$ cat src/include/bss_defines.vh
// Summary of operation
// - Flag two at 0x7F04 must read 0xA5A51234
// - Flag one at 0x7F00 must read 0x1234A5A5
// - Loader length at 0x7F12, offset at 0x7F10
// - Trim checksum 0x7F0C, quadrature trim 0x7F08
// - Word 0x7FFC routes debug port; default routed
// - Word 0x7FF8 holds mirror word count
// - Link address: two words from 0x7FD4
// - Word 0x7FD0 selects payload signature algorithm
// - Stages run power, mirror, then firmware
// - Cold-start flip-flop set at power-up
// - Firmware runs only after cold start/reset
// - Boost check, regulators, crystal, converter recheck
// - Settle polls time out unless disabled
// - Wake-up copy by hardware when enabled
// - Word count loaded once, kept through sleep
// - Both flags normal; zeros development; else faulty
// - Development probes steps 0 to 10
// - UART/I2C use pin pairs even/odd
// - SPI master/slave pin assignment per step
// - Each probe sends character, times out onward
// - Normal: settings, mirror, patch, remap, reset
// - Calibration upper 0xA5A5, six trim valid bits
// - Debug flag 0x00 enabled, 0xAA disabled
// - Signature 0x00 none,0xAA,0x55,0xFF
// - Sleep clock 0x00 crystal, 0xAA RC
`ifndef BSS_DEFINES_VH
`define BSS_DEFINES_VH
`define BSS_ADR_FLAG2 15'h7f04
`define BSS_ADR_FLAG1 15'h7f00
`define BSS_ADR_SBL_LEN 15'h7f12
`define BSS_ADR_SBL_OFS 15'h7f10
`define BSS_ADR_TRIM_CRC 15'h7f0c
`define BSS_ADR_IQ_TRIM 15'h7f08
`define BSS_ADR_DBG_FLAG 15'h7ffc
`define BSS_ADR_NWORDS 15'h7ff8
`define BSS_ADR_LINK_ADR 15'h7fd4
`define BSS_ADR_SIG_SEL 15'h7fd0
`define BSS_ADR_CAL_FLAG 15'h7f78
`define BSS_ADR_SLP_CLK 15'h7f74
`define BSS_FLAG2_VAL 32'ha5a51234
`define BSS_FLAG1_VAL 32'h1234a5a5
`define BSS_CAL_DONE 16'ha5a5
`define BSS_BYTE_00 8'h00
`define BSS_BYTE_AA 8'haa
`define BSS_BYTE_55 8'h55
`define BSS_BYTE_FF 8'hff
`define BSS_SIG_NONE 3'h0
`define BSS_SIG_MD5 3'h1
`define BSS_SIG_SHA1 3'h2
`define BSS_SIG_CRC32 3'h3
`define BSS_SIG_BAD 3'h4
`define BSS_MODE_NORMAL 2'h0
`define BSS_MODE_DEVEL 2'h1
`define BSS_MODE_FAULTY 2'h2
`define BSS_PROBE_LAST 4'ha
`define BSS_SETTLE_US 100
`define BSS_SETTLE_CYC ((`BSS_SETTLE_US * 1000) / 10)
`define BSS_PROBE_US 20
`define BSS_PROBE_CYC ((`BSS_PROBE_US * 1000) / 10)
`define BSS_PROBE_CHAR 8'h01
`endif

$ cat src/core/bss_boot_sequencer.v
`timescale 1ns/1ns
`default_nettype none
`include "bss_defines.vh"
module bss_boot_sequencer #(
  parameter integer SETTLE_CYC = `BSS_SETTLE_CYC,
  parameter integer PROBE_CYC = `BSS_PROBE_CYC
) (
  // Clock and reset
  input wire sys_clk,
  input wire srst,
  // Start causes
  input wire cold_power_up,
  input wire hw_reset,
  input wire wake_up,
  // Analogue indications (asynchronous)
  input wire boost_supply_ok,
  input wire ref_settled,
  input wire core_ldo_settled,
  input wire mem_ldo_settled,
  input wire xtal_settled,
  // Software controls
  input wire timeout_disable,
  input wire copy_enable,
  input wire nwords_load,
  input wire [14:0] nwords_wdata,
  input wire patch_done,
  input wire host_reply,
  // Memory read port
  output reg mem_rd_q,
  output reg [14:0] mem_addr_q,
  input wire mem_rvalid,
  input wire [31:0] mem_rdata,
  // System RAM write port
  output reg ram_wr_q,
  output reg [14:0] ram_addr_q,
  output reg [31:0] ram_wdata_q,
  // Power controls
  output reg dcdc_en_q,
  output reg dcdc_boost_q,
  output reg ref_en_q,
  output reg core_ldo_en_q,
  output reg mem_ldo_en_q,
  output reg fast_crystal_oscillator_en_q,
  // Status and decoded header
  output reg cold_start_q,
  output reg [3:0] state_q,
  output reg cpu_run_q,
  output reg [1:0] boot_mode_q,
  output reg debug_port_on_pins_q,
  output reg [2:0] sig_alg_q,
  output reg slow_rc_oscillator_sel_q,
  output reg calibrated_q,
  output reg [5:0] trim_valid_q,
  output reg [14:0] mirror_word_count_q,
  output reg [31:0] quad_trim_q,
  output reg [31:0] trim_crc_q,
  output reg [15:0] sbl_len_q,
  output reg [15:0] sbl_ofs_q,
  output reg [63:0] link_addr_q,
  output reg address_zero_remap_q,
  output reg soft_reset_q,
  // Host search
  output wire probe_active,
  output wire [3:0] probe_step,
  output wire [7:0] probe_char,
  output wire probe_send,
  output wire [1:0] probe_if_kind,
  output wire [2:0] probe_clk_pin,
  output wire [2:0] probe_sel_pin,
  output wire [2:0] probe_din_pin,
  output wire [2:0] probe_dout_pin
);
  localparam [3:0] S_IDLE = 4'h0;
  localparam [3:0] S_BOOST = 4'h1;
  localparam [3:0] S_LDO = 4'h2;
  localparam [3:0] S_XTAL = 4'h3;
  localparam [3:0] S_BRANCH = 4'h4;
  localparam [3:0] S_MIRROR = 4'h5;
  localparam [3:0] S_HDR = 4'h6;
  localparam [3:0] S_DECIDE = 4'h7;
  localparam [3:0] S_PATCH = 4'h9;
  localparam [3:0] S_REMAP = 4'ha;
  localparam [3:0] S_DEVEL = 4'hb;
  localparam [3:0] S_RUN = 4'hc;
  localparam [3:0] S_NHDR = 4'hd;

  // Two-stage synchronisers
  reg [5:0] ind_s1_q;
  reg [5:0] ind_q;
  always @(posedge sys_clk) begin
    ind_s1_q <= {hw_reset, boost_supply_ok, ref_settled, core_ldo_settled,
                 mem_ldo_settled, xtal_settled};
    ind_q <= ind_s1_q;
  end
  wire sy_boost = ind_q[4];
  wire sy_ldo = ind_q[3] & ind_q[2] & ind_q[1];
  wire sy_xtal = ind_q[0];

  reg [31:0] tmo_q;
  reg [3:0] hdr_idx_q;
  reg [14:0] cpy_q;
  reg fw_path_q;
  reg [31:0] flag1_q;
  reg [31:0] flag2_q;
  reg probe_start_q;
  reg rd_pend_q;

  // Settle wait: indication or timeout, unless disabled
  wire tmo_hit = !timeout_disable && (tmo_q >= SETTLE_CYC - 1);

  // Header fetch order
  reg [14:0] hdr_adr;
  always @* begin
    case (hdr_idx_q)
      4'h0: hdr_adr = `BSS_ADR_FLAG1;
      4'h1: hdr_adr = `BSS_ADR_FLAG2;
      4'h2: hdr_adr = `BSS_ADR_NWORDS;
      4'h3: hdr_adr = `BSS_ADR_DBG_FLAG;
      4'h4: hdr_adr = `BSS_ADR_SIG_SEL;
      4'h5: hdr_adr = `BSS_ADR_LINK_ADR;
      4'h6: hdr_adr = `BSS_ADR_LINK_ADR + 15'h4;
      4'h7: hdr_adr = `BSS_ADR_IQ_TRIM;
      4'h8: hdr_adr = `BSS_ADR_TRIM_CRC;
      4'h9: hdr_adr = `BSS_ADR_SBL_OFS;
      4'ha: hdr_adr = `BSS_ADR_CAL_FLAG;
      default: hdr_adr = `BSS_ADR_SLP_CLK;
    endcase
  end

  // Byte-replicated flag decode
  function [2:0] sig_dec;
    input [31:0] w;
    begin
      if (w == {4{`BSS_BYTE_00}}) sig_dec = `BSS_SIG_NONE;
      else if (w == {4{`BSS_BYTE_AA}}) sig_dec = `BSS_SIG_MD5;
      else if (w == {4{`BSS_BYTE_55}}) sig_dec = `BSS_SIG_SHA1;
      else if (w == {4{`BSS_BYTE_FF}}) sig_dec = `BSS_SIG_CRC32;
      else sig_dec = `BSS_SIG_BAD;
    end
  endfunction

  always @(posedge sys_clk) begin
    if (srst) begin
      state_q <= S_IDLE;
      tmo_q <= 32'h0;
      hdr_idx_q <= 4'h0;
      cpy_q <= 15'h0;
      fw_path_q <= 1'b0;
      flag1_q <= 32'h0;
      flag2_q <= 32'h0;
      probe_start_q <= 1'b0;
      mem_rd_q <= 1'b0;
      mem_addr_q <= 15'h0;
      rd_pend_q <= 1'b0;
      ram_wr_q <= 1'b0;
      ram_addr_q <= 15'h0;
      ram_wdata_q <= 32'h0;
      dcdc_en_q <= 1'b0;
      dcdc_boost_q <= 1'b0;
      ref_en_q <= 1'b0;
      core_ldo_en_q <= 1'b0;
      mem_ldo_en_q <= 1'b0;
      fast_crystal_oscillator_en_q <= 1'b0;
      cold_start_q <= 1'b0;
      cpu_run_q <= 1'b0;
      boot_mode_q <= `BSS_MODE_DEVEL;
      debug_port_on_pins_q <= 1'b1;
      sig_alg_q <= `BSS_SIG_NONE;
      slow_rc_oscillator_sel_q <= 1'b0;
      calibrated_q <= 1'b0;
      trim_valid_q <= 6'h0;
      mirror_word_count_q <= 15'h0;
      quad_trim_q <= 32'h0;
      trim_crc_q <= 32'h0;
      sbl_len_q <= 16'h0;
      sbl_ofs_q <= 16'h0;
      link_addr_q <= 64'h0;
      address_zero_remap_q <= 1'b0;
      soft_reset_q <= 1'b0;
    end else begin
      mem_rd_q <= 1'b0;
      ram_wr_q <= 1'b0;
      probe_start_q <= 1'b0;
      soft_reset_q <= 1'b0;
      if (mem_rvalid) rd_pend_q <= 1'b0;
      if (cold_power_up) cold_start_q <= 1'b1;
      // Count survives sleep; a software load or header word 0x7FF8 changes it
      if (nwords_load) mirror_word_count_q <= nwords_wdata;
      case (state_q)
        S_IDLE: begin
          if (cold_power_up || ind_q[5] || wake_up) begin
            state_q <= S_BOOST;
            cpu_run_q <= 1'b0;
            if (ind_q[5]) cold_start_q <= 1'b1;
          end
        end
        S_BOOST: begin
          tmo_q <= 32'h0;
          if (sy_boost) begin
            dcdc_en_q <= 1'b1;
            dcdc_boost_q <= 1'b1;
          end
          ref_en_q <= 1'b1;
          core_ldo_en_q <= 1'b1;
          mem_ldo_en_q <= 1'b1;
          state_q <= S_LDO;
        end
        S_LDO: begin
          tmo_q <= tmo_q + 32'h1;
          if (sy_ldo || tmo_hit) begin
            tmo_q <= 32'h0;
            fast_crystal_oscillator_en_q <= 1'b1;
            dcdc_boost_q <= sy_boost;
            state_q <= S_XTAL;
          end
        end
        S_XTAL: begin
          tmo_q <= tmo_q + 32'h1;
          if (sy_xtal || tmo_hit) begin
            tmo_q <= 32'h0;
            state_q <= S_BRANCH;
          end
        end
        S_BRANCH: begin
          cpy_q <= 15'h0;
          hdr_idx_q <= 4'h0;
          if (cold_start_q) begin
            cold_start_q <= cold_power_up;
            cpu_run_q <= 1'b1;
            state_q <= S_HDR;
          end else if (copy_enable && mirror_word_count_q != 15'h0) begin
            state_q <= S_MIRROR;
          end else begin
            state_q <= S_RUN;
          end
        end
        S_MIRROR: begin
          // One word in flight at a time: simple, trades speed for size
          if (mem_rvalid) begin
            ram_wr_q <= 1'b1;
            ram_addr_q <= {cpy_q[12:0], 2'b00};
            ram_wdata_q <= mem_rdata;
            cpy_q <= cpy_q + 15'h1;
            if (cpy_q + 15'h1 == mirror_word_count_q) state_q <= S_RUN;
          end else if (!rd_pend_q) begin
            mem_rd_q <= 1'b1;
            rd_pend_q <= 1'b1;
            mem_addr_q <= {cpy_q[12:0], 2'b00};
          end
        end
        S_HDR: begin
          if (mem_rvalid) begin
            case (hdr_idx_q)
              4'h0: flag1_q <= mem_rdata;
              4'h1: flag2_q <= mem_rdata;
              4'h2: mirror_word_count_q <= mem_rdata[14:0];
              4'h3: debug_port_on_pins_q <= (mem_rdata != {4{`BSS_BYTE_AA}});
              4'h4: sig_alg_q <= sig_dec(mem_rdata);
              4'h5: link_addr_q[31:0] <= mem_rdata;
              4'h6: link_addr_q[63:32] <= mem_rdata;
              4'h7: quad_trim_q <= mem_rdata;
              4'h8: trim_crc_q <= mem_rdata;
              4'h9: begin
                sbl_ofs_q <= mem_rdata[15:0];
                sbl_len_q <= mem_rdata[31:16];
              end
              4'ha: begin
                calibrated_q <= (mem_rdata[31:16] == `BSS_CAL_DONE);
                trim_valid_q <= mem_rdata[5:0];
              end
              default: slow_rc_oscillator_sel_q <= (mem_rdata == {4{`BSS_BYTE_AA}});
            endcase
            if (hdr_idx_q == 4'hb) begin
              state_q <= S_DECIDE;
              hdr_idx_q <= 4'h0;
            end else begin
              hdr_idx_q <= hdr_idx_q + 4'h1;
            end
          end else if (!rd_pend_q) begin
            mem_rd_q <= 1'b1;
            rd_pend_q <= 1'b1;
            mem_addr_q <= hdr_adr;
          end
        end
        S_DECIDE: begin
          if (flag1_q == `BSS_FLAG1_VAL && flag2_q == `BSS_FLAG2_VAL) begin
            boot_mode_q <= `BSS_MODE_NORMAL;
            fw_path_q <= 1'b1;
            hdr_idx_q <= 4'h2;
            state_q <= S_NHDR;
          end else if (flag1_q == 32'h0 && flag2_q == 32'h0) begin
            boot_mode_q <= `BSS_MODE_DEVEL;
            probe_start_q <= 1'b1;
            state_q <= S_DEVEL;
          end else begin
            boot_mode_q <= `BSS_MODE_FAULTY;
            state_q <= S_RUN;
          end
        end
        S_NHDR: begin
          // Header settings go to registers before the application copy
          fw_path_q <= 1'b0;
          hdr_idx_q <= 4'h2;
          state_q <= S_HDR;
          boot_mode_q <= `BSS_MODE_NORMAL;
        end
        S_PATCH: begin
          if (patch_done) state_q <= S_REMAP;
        end
        S_REMAP: begin
          address_zero_remap_q <= 1'b1;
          soft_reset_q <= 1'b1;
          state_q <= S_RUN;
        end
        S_DEVEL: begin
          if (!probe_active && !probe_start_q) state_q <= S_RUN;
        end
        S_RUN: begin
          cpu_run_q <= 1'b1;
          if (wake_up || cold_power_up || ind_q[5]) state_q <= S_IDLE;
        end
        default: state_q <= S_IDLE;
      endcase
      // Normal mode: mirror, then patch
      if (state_q == S_HDR && mem_rvalid && hdr_idx_q == 4'hb &&
          boot_mode_q == `BSS_MODE_NORMAL && flag1_q == `BSS_FLAG1_VAL) begin
        state_q <= S_MIRROR;
        fw_path_q <= 1'b1;
        cpy_q <= 15'h0;
      end
      if (state_q == S_MIRROR && fw_path_q && mem_rvalid &&
          cpy_q + 15'h1 == mirror_word_count_q) begin
        state_q <= S_PATCH;
        fw_path_q <= 1'b0;
      end
    end
  end

  bss_probe_seq #(.TIMEOUT_CYC(PROBE_CYC)) u_probe (
    .sys_clk(sys_clk),
    .srst(srst),
    .start(probe_start_q),
    .host_reply(host_reply),
    .active_q(probe_active),
    .found_q(),
    .exhausted_q(),
    .step_q(probe_step),
    .probe_char_q(probe_char),
    .probe_send_q(probe_send),
    .if_kind(probe_if_kind),
    .clk_pin(probe_clk_pin),
    .sel_pin(probe_sel_pin),
    .din_pin(probe_din_pin),
    .dout_pin(probe_dout_pin)
  );
endmodule // bss_boot_sequencer
`default_nettype wire

$ cat src/core/bss_probe_seq.v
`timescale 1ns/1ns
`default_nettype none
`include "bss_defines.vh"
// Download-host search with per-step pin map
module bss_probe_seq #(
  parameter integer TIMEOUT_CYC = `BSS_PROBE_CYC
) (
  // Clock and reset
  input wire sys_clk,
  input wire srst,
  // Control
  input wire start,
  input wire host_reply,
  // Status
  output reg active_q,
  output reg found_q,
  output reg exhausted_q,
  output reg [3:0] step_q,
  output reg [7:0] probe_char_q,
  output reg probe_send_q,
  // Pin map: interface kind 0 SPI master,1 UART,2 SPI slave,3 I2C
  output reg [1:0] if_kind,
  output reg [2:0] clk_pin,
  output reg [2:0] sel_pin,
  output reg [2:0] din_pin,
  output reg [2:0] dout_pin
);
  reg [31:0] tmo_q;
  reg [1:0] pair;
  always @* begin
    pair = 2'h0;
    if_kind = 2'h0;
    clk_pin = 3'h0;
    sel_pin = 3'h0;
    din_pin = 3'h0;
    dout_pin = 3'h0;
    case (step_q)
      4'h0: begin
        clk_pin = 3'h0; sel_pin = 3'h3; din_pin = 3'h6; dout_pin = 3'h5;
      end
      4'h1: begin
        clk_pin = 3'h0; sel_pin = 3'h1; din_pin = 3'h2; dout_pin = 3'h3;
      end
      4'h2, 4'h3, 4'h4, 4'h5: begin
        if_kind = 2'h1;
        pair = step_q[1:0] - 2'h2;
        clk_pin = {pair, 1'b0};
        din_pin = {pair, 1'b1};
        dout_pin = {pair, 1'b0};
      end
      4'h6: begin
        if_kind = 2'h2;
        clk_pin = 3'h0; sel_pin = 3'h3; din_pin = 3'h6; dout_pin = 3'h5;
      end
      default: begin
        if_kind = 2'h3;
        pair = step_q[1:0] - 2'h3;
        clk_pin = {pair, 1'b0};
        din_pin = {pair, 1'b1};
        dout_pin = {pair, 1'b1};
      end
    endcase
  end
  always @(posedge sys_clk) begin
    if (srst) begin
      active_q <= 1'b0;
      found_q <= 1'b0;
      exhausted_q <= 1'b0;
      step_q <= 4'h0;
      probe_char_q <= 8'h00;
      probe_send_q <= 1'b0;
      tmo_q <= 32'h0;
    end else begin
      probe_send_q <= 1'b0;
      if (start && !active_q) begin
        active_q <= 1'b1;
        step_q <= 4'h0;
        tmo_q <= 32'h0;
        probe_char_q <= `BSS_PROBE_CHAR;
        probe_send_q <= 1'b1;
      end else if (active_q) begin
        if (host_reply) begin
          active_q <= 1'b0;
          found_q <= 1'b1;
        end else if (tmo_q >= TIMEOUT_CYC - 1) begin
          tmo_q <= 32'h0;
          if (step_q == `BSS_PROBE_LAST) begin
            active_q <= 1'b0;
            exhausted_q <= 1'b1;
          end else begin
            step_q <= step_q + 4'h1;
            probe_send_q <= 1'b1;
          end
        end else begin
          tmo_q <= tmo_q + 32'h1;
        end
      end
    end
  end
endmodule // bss_probe_seq
`default_nettype wire

$ cat config.mk
export PLATFORM = sky130hd
export DESIGN_NAME = bss_boot_sequencer
export DESIGN_NICKNAME = d
export VERILOG_FILES = /design/src/core/bss_boot_sequencer.v /design/src/core/bss_probe_seq.v
export VERILOG_INCLUDE_DIRS = /design/src /design/src/include
export SDC_FILE = /design/constraint.sdc
export NUM_CORES = 1
export LEC_CHECK = 0
export BUFFER_PORTS_ARGS = -buffer_cell sky130_fd_sc_hd__buf_2
export CAP_MARGIN = 20
export CORE_MARGIN = 1
export CORE_UTILIZATION = 55
export CTS_CLUSTER_SIZE = 40
export DETAILED_ROUTE_END_ITERATION = 7
export GPL_TIMING_DRIVEN = 0
export MAX_ROUTING_LAYER = met4
export PLACE_DENSITY = 0.83
export SYNTH_ARGS = -nofsm -noshare
export SYNTH_HDL_FRONTEND = slang
export SYNTH_HIERARCHICAL = 1
export SYNTH_SLANG_ARGS = --single-unit
$ cat constraint.sdc
create_clock -name sys_clk -period 5.1 [get_ports sys_clk]
set_input_delay 1.53 -clock sys_clk [delete_from_list [all_inputs] [get_ports sys_clk]]
set_output_delay 1.53 -clock sys_clk [all_outputs]
set_load 0.01 [all_outputs]
==> metrics.md, run 1 <==
| Metric | Value |
|---|---|
| Placer congestion estimate | `0.989` |
| Root buf cell | `clkbuf_16` |
| Hold Crit Class | `flop to flop` |
| Via density | `6.20` |
| Relative slew slack | `23.4%` |
| Rows | `66` |
| WP data arrival | `roughly 4.6 ns` |
| Residual DRC count | `0` |
| Clk pwr share | `between 40% and 50%` |
| # setup viols final | `0` |
| PostCTS Resize Cnt | `0` |
| Vias in the first global route | `around 18000` |
| Req. time, crit path | `5.57 ns` |
| Switching power of the nets | `2260 uW` |
| Buffers on Ports | `333` |
| Share of cells above drive strength 1 | `17.9%` |
| Syn_area_per_cell | `just under 8 um2` |
| Switching part of the total | `about 28%` |
| TNS Setup | `0 ns` |
| Reg clk slew, reported paths | `~0.06 ns` |
| Post-Place Worst Slack | `0.714 ns` |
| Status | `finished, final reports clean` |
| Logic gate share of total power | `a little over an eighth` |
| Initial antenna violation count | `0` |
| Die Span Y | `186 um` |
| Via count | `around 20000` |
| # diodes | `0` |
| Synthesized area | `between 15000 and 20000 um2` |
| Total power draw | `between 8000 and 9000 uW` |
| CTS tree | `built` |
| Total clock buffers created by CTS | `46` |
| Max Fclk | `240 MHz` |
| Clk sinks | `around 440` |
| Leak Pwr | `between 0.008 and 0.009 uW` |
| MaxCap Viol Count | `0` |
| H-Tree Level Count | `2` |
| DR pass1 iterations | `6` |
| Core area | `roughly 33000 um2` |
| Setup Skew | `0.0359 ns` |
| Final Hold Fails | `0` |
| CP startpoint kind | `input port` |
| Global Route Usage Sum | `around two fifths` |
| Clk buf depth | `3` |
| Die ar. | `34500 um2` |
| Clk_lat worst skew | `between 0.5 and 0.6 ns` |
| Cells after Synth | `roughly 2300` |
| Pin count of the biggest net entering global routing | `14` |
| Synthesis-to-layout area growth | `20.5%` |
| Max IR drop VDD | `around 0.27 mV` |
| Initial Utilization | `a little under three fifths` |
| Worst Setup Path Type | `input port to flop` |
| Final Non-Filler Cells | `between 3000 and 4000` |
| DR iter-0 viols | `around 2400` |
| Placed Cells | `approximately 3100` |
| Post-route ant nets | `0` |
| Design Area, Final | `22400 um2` |
| Fillers | `between 2000 and 3000` |
| Post-CTS Setup Inserts | `0` |
| Warnings from Yosys | `6` |
| RSZ-0062 raised after global routing | `false` |
| Total grt overflow | `0` |
| WL final | `67700 um` |
| CTS hold repair buffers | `0` |
| Sequential power share | `a little over two fifths` |
| Fin crit share | `between 80% and 90%` |
| Tmin final | `4.17 ns` |
| Pwr/cell area | `~360 nW/um2` |
| Final net count | `2813` |
| Post-DP Area | `~21000 um2` |
| Slew @ Worst Pin | `~1.1 ns` |
| Critical path capture point type | `flop` |
| Internal | `5790 uW` |
| Largest fanout on the critical path | `10` |
| Per-cell routed wire length | `21.1 um` |
| Worst Setup Slack, final | `0.928 ns` |
| Die width | `186 um` |
| Top-Level Pins | `358` |
| First-pass GRT wire length | `101000 um` |
| Slew Viols, Final | `0` |
| DP HPWL | `47400 um` |
## per-layer routing
layer  share of wire (%)  global-route usage, %  vias up
li1                    -                      -     8927
met1                  38                   47.0     9301
met2                  45                   60.6     1360
met3                  11                   7.77      292
met4                 6.2                   22.0        0
met5                   0                      -        -
## cell type report
class	count	area, um2	share of cell area, %
clock buffer	67	1360	6.08
clock inverter	14	179	0.800
sequential	436	8730	39.0
timing repair buffer	334	1670	7.48
tap	442	553	2.47
multi-input combinational	1672	8830	39.4
inverter	28	105	0.470
buffer	216	946	4.23
## worst paths after layout
path	to	cells past startpoint	from	slack (ns)
max	slow_rc_oscillator_sel_q	8	mem_rdata[7]	0.93
min	ind_q[0]	0	ind_s1_q[0]	0.33
max reg2reg	cpy_q[14]	10	state_q[0]	1.64
min reg2reg	ind_q[0]	0	ind_s1_q[0]	0.33
## cell usage in the layout, fill, tap and decap left out, types with 42 or more instances in the layout
cell,n
buf_2,361
clkbuf_1,166
nor3_1,42
nand2_1,477
nand3_1,214
clkbuf_16,47
dfxtp_1,436
nor2_1,142
a21oi_1,338
nor4_1,50
## power groups by stage
stage / clock [uW] / sequential (uW) / combinational [uW]
2_1_floorplan: 0 / 3620 / 651
3_3_place_gp: 0 / 3620 / 1020
3_5_place_dp: 0 / 3620 / 1040
4_1_cts: 3410 / 3540 / 1050
5_1_grt: 3550 / 3550 / 1160
6_report: 3420 / 3550 / 1080
## worst max-delay path, stage by stage
cell and delay (ns):
buf_2 0.12, clkbuf_1 0.69, nand4_1 0.16, nor3_1 0.32, nor4b_1 0.95, inv_1 0.29, or3_1 0.43, a21oi_1 0.15
## flip-flops by register name (all words and copies together), names as in the netlist, 13 cells and up
register	cells
sbl_len_q	16
u_probe/tmo_q	32
ram_addr_q	13
quad_trim_q	32
trim_crc_q	32
mirror_word_count_q	15
sbl_ofs_q	16
flag1_q	32
tmo_q	32
link_addr_q	64
mem_addr_q	13
flag2_q	32
ram_wdata_q	32
cpy_q	15
## per-stage QoR
stage	hold slack, ns	utilization (%)
2_1_floorplan	0.310	-
3_3_place_gp	0.311	63.4
3_5_place_dp	0.314	63.4
4_1_cts	0.328	68.1
5_1_grt	0.339	68.1
6_report	0.327	68.1
No activity file was read; power rests on OpenSTA's default activity.
==> run 2, diff against run 1 <==
CORE_UTILIZATION = 50   (was 55)
PLACE_DENSITY = 0.8   (was 0.83)
clock period = 3.6 ns   (was 5.1 ns; I/O delays follow)
==> metrics.md, run 2 (synthesis results as in run 1) <==
| Metric | Value |
|---|---|
| Status | `finished, final reports clean` |
| Worst Setup Path Type | `flop to primary output` |
| Worst R2R Path Depth | `10 (unchanged)` |
| Rows | `70 (+6.1%)` |
| Launch point of the critical path | `u_probe/step_q[0]` |
| MaxCap Viol Count | `0 (unchanged)` |
| Worst R2R Setup Slack | `0.27 ns (-1.37 ns)` |
| Max reg flops | `64 (unchanged)` |
| WL final | `68000 um (+0.58%)` |
| Reg clk slew, reported paths | `0.06 ns (about the same)` |
| Final Non-Filler Cells | `3238 (+0.90%)` |
| Die width | `195 um (+4.8%)` |
| Leak Pwr | `0.00856 uW (+0.41%)` |
| Total clock buffers created by CTS | `45 (-2.2%)` |
| Gr busiest metal | `met2` |
| Die ar. | `37900 um2 (+9.9%)` |
| Buffers on Ports | `333 (unchanged)` |
| Met3 Resource Use GR | `7.95% (+0.18 points)` |
| WHS Endpoint | `ind_q[1]` |
| FF+latch area | `8730 um2 (about the same)` |
| DP HPWL | `47500 um (+0.31%)` |
| Share of cells above drive strength 1 | `18.3% (+0.47 points)` |
| Final Util | `61.5% (-6.6 points)` |
| Via density | `6.12 (-1.3%)` |
| Req. time, crit path | `2.52 ns (-3.05 ns)` |
| HP Start | `ind_s1_q[1]` |
| Reg-to-reg critical path endpoint | `cpy_q[6]` |
| Clk sinks | `436 (unchanged)` |
| Initial antenna violation count | `5 (+5)` |
| Fillers | `3222 (+18%)` |
| Root buf cell | `clkbuf_16` |
| Clk buf depth | `3 (unchanged)` |
| DR pass1 iterations | `6 (unchanged)` |
| Largest fanout on the critical path | `8 (-2)` |
| Core area | `36600 um2 (+11%)` |
| Area occupied by multi-input gates | `8860 um2 (+0.40%)` |
| Final net count | `2811 (-0.071%)` |
| Slew @ Worst Pin | `1.10 ns (-0.0318 ns)` |
| CP startpoint kind | `flop` |
| Fin crit share | `a little over nine tenths` |
| TNS Setup | `0 ns (unchanged)` |
| H-Tree Level Count | `2 (unchanged)` |
| Max IR drop VDD | `0.322 mV (+20%)` |
| Pin count of the biggest net entering global routing | `16 (+2)` |
| Post-DP Area | `20900 um2 (+0.14%)` |
| Setup Skew | `0.0269 ns (-0.00908 ns)` |
| M2 GR Usage | `53.2% (-7.4 points)` |
| Total power draw | `11600 uW (+44%)` |
| Placed Cells | `3153 (+0.80%)` |
| Per-cell routed wire length | `21.0 um (-0.32%)` |
| Hold Crit Class | `flop to flop` |
| Top-Level Pins | `358 (unchanged)` |
| Critical path capture point type | `primary output` |
| WP data arrival | `2.42 ns (-2.22 ns)` |
| Initial Utilization | `50.7% (-5.8 points)` |
| Design Area, Final | `22500 um2 (+0.56%)` |
| Most frequent cells in the layout | `nand2_1, dfxtp_1, buf_2, a21oi_1, nand3_1` |
| Die Span Y | `195 um (+4.8%)` |
| Residual DRC count | `0 (unchanged)` |
| Synthesis-to-layout area growth | `21.2%` |
| Clk_lat worst skew | `0.60 ns (+0.02 ns)` |
| Leading cell type in the layout, fill and taps excluded | `nand2_1` |
| Via count | `19800 (-0.36%)` |
| Hold path depth | `0 (unchanged)` |
| Tmin final | `around 3.5 ns` |
| CTS tree | `built` |
| DR iter-0 viols | `2286 (-3.8%)` |
| Top reg by flops | `link_addr_q` |
| Global Route Usage Sum | `35.4% (-3.6 points)` |
| Max Fclk | `286 MHz` |
| Relative slew slack | `26.6% (+3.2 points)` |
| First-pass GRT wire length | `102000 um (+1.2%)` |
| Total grt overflow | `0 (unchanged)` |
| Post-CTS Setup Inserts | `0 (unchanged)` |
| CTS hold repair buffers | `0 (unchanged)` |
| Pwr/cell area | `517 nW/um2 (+44%)` |
| Placer congestion estimate | `0.964 (-2.5%)` |
| Post-route ant nets | `0 (unchanged)` |
| Slew Viols, Final | `0 (unchanged)` |
| Met1 usage | `43.8% (-3.2 points)` |
| Vias in the first global route | `18400 (-0.13%)` |
| # setup viols final | `0 (unchanged)` |
| FF-to-FF Start | `state_q[0]` |
| Final Hold Fails | `0 (unchanged)` |
-- run 2: cell count changes in the layout (fill, tap and decap cells not counted), sizes merged --
cell    delta
bufinv     +6
buf        -1
diode      +3
inv        +1
clkbuf    -11
clkinv     +5
-- run 2: cell type report --
class	count	share of cell area, %
well taps	468	2.60
repair buffers	333	7.41
diodes	3	0.0334
plain buffers	216	4.21
inverters	28	0.467
multi-input cells	1672	39.4
flip-flops and latches	436	38.8
clock buffers	56	5.32
clock inverters	26	1.76
-- run 2: how the worst max path moves through the flow --
stage	endpoint	slack (ns)	cells past startpoint
2_1_floorplan	hdr_adr[2]	0.40	9
3_3_place_gp	slow_rc_oscillator_sel_q	-0.42	8
3_5_place_dp	slow_rc_oscillator_sel_q	-0.44	8
4_1_cts	probe_dout_pin[1]	0.02	8
5_1_grt	probe_dout_pin[2]	-0.04	8
6_report	probe_dout_pin[1]	0.1	8
-- run 2: where the power goes --
group          switching [uW]  internal [uW]
Sequential               96.9           4930
Clock                    2060           3030
Combinational            1090            434
-- run 2: metrics by stage --
step / hold WS (ns) / setup WS, ns
6_report: 0.326 / 0.0995
5_1_grt: 0.332 / -0.0408
4_1_cts: 0.326 / 0.0205
3_5_place_dp: 0.312 / -0.438
3_3_place_gp: 0.313 / -0.422
2_1_floorplan: 0.310 / 0.401
-- run 2: critical path, stage by stage (launching register included) --
cell     delay (ns)
dfxtp_2        0.41
ha_2           0.22
or3b_2         0.48
o21a_4         0.15
inv_2          0.08
nor3_2         0.05
a21oi_2        0.22
nand2_1        0.07
buf_2          0.14
-- run 2: what timing repair did --
action | CTS | global route
endpoints found under the setup margin | 3 | 5
hold endpoints to repair | 0 | 0
resized for setup | 4 | 8
-- run 2: routing by layer --
metal  up-vias  routed length [um]
met5         -                   0
met4         0                4040
met3       285                7890
met2      1362               29900
met1      9258               26200
li1       8903                   -
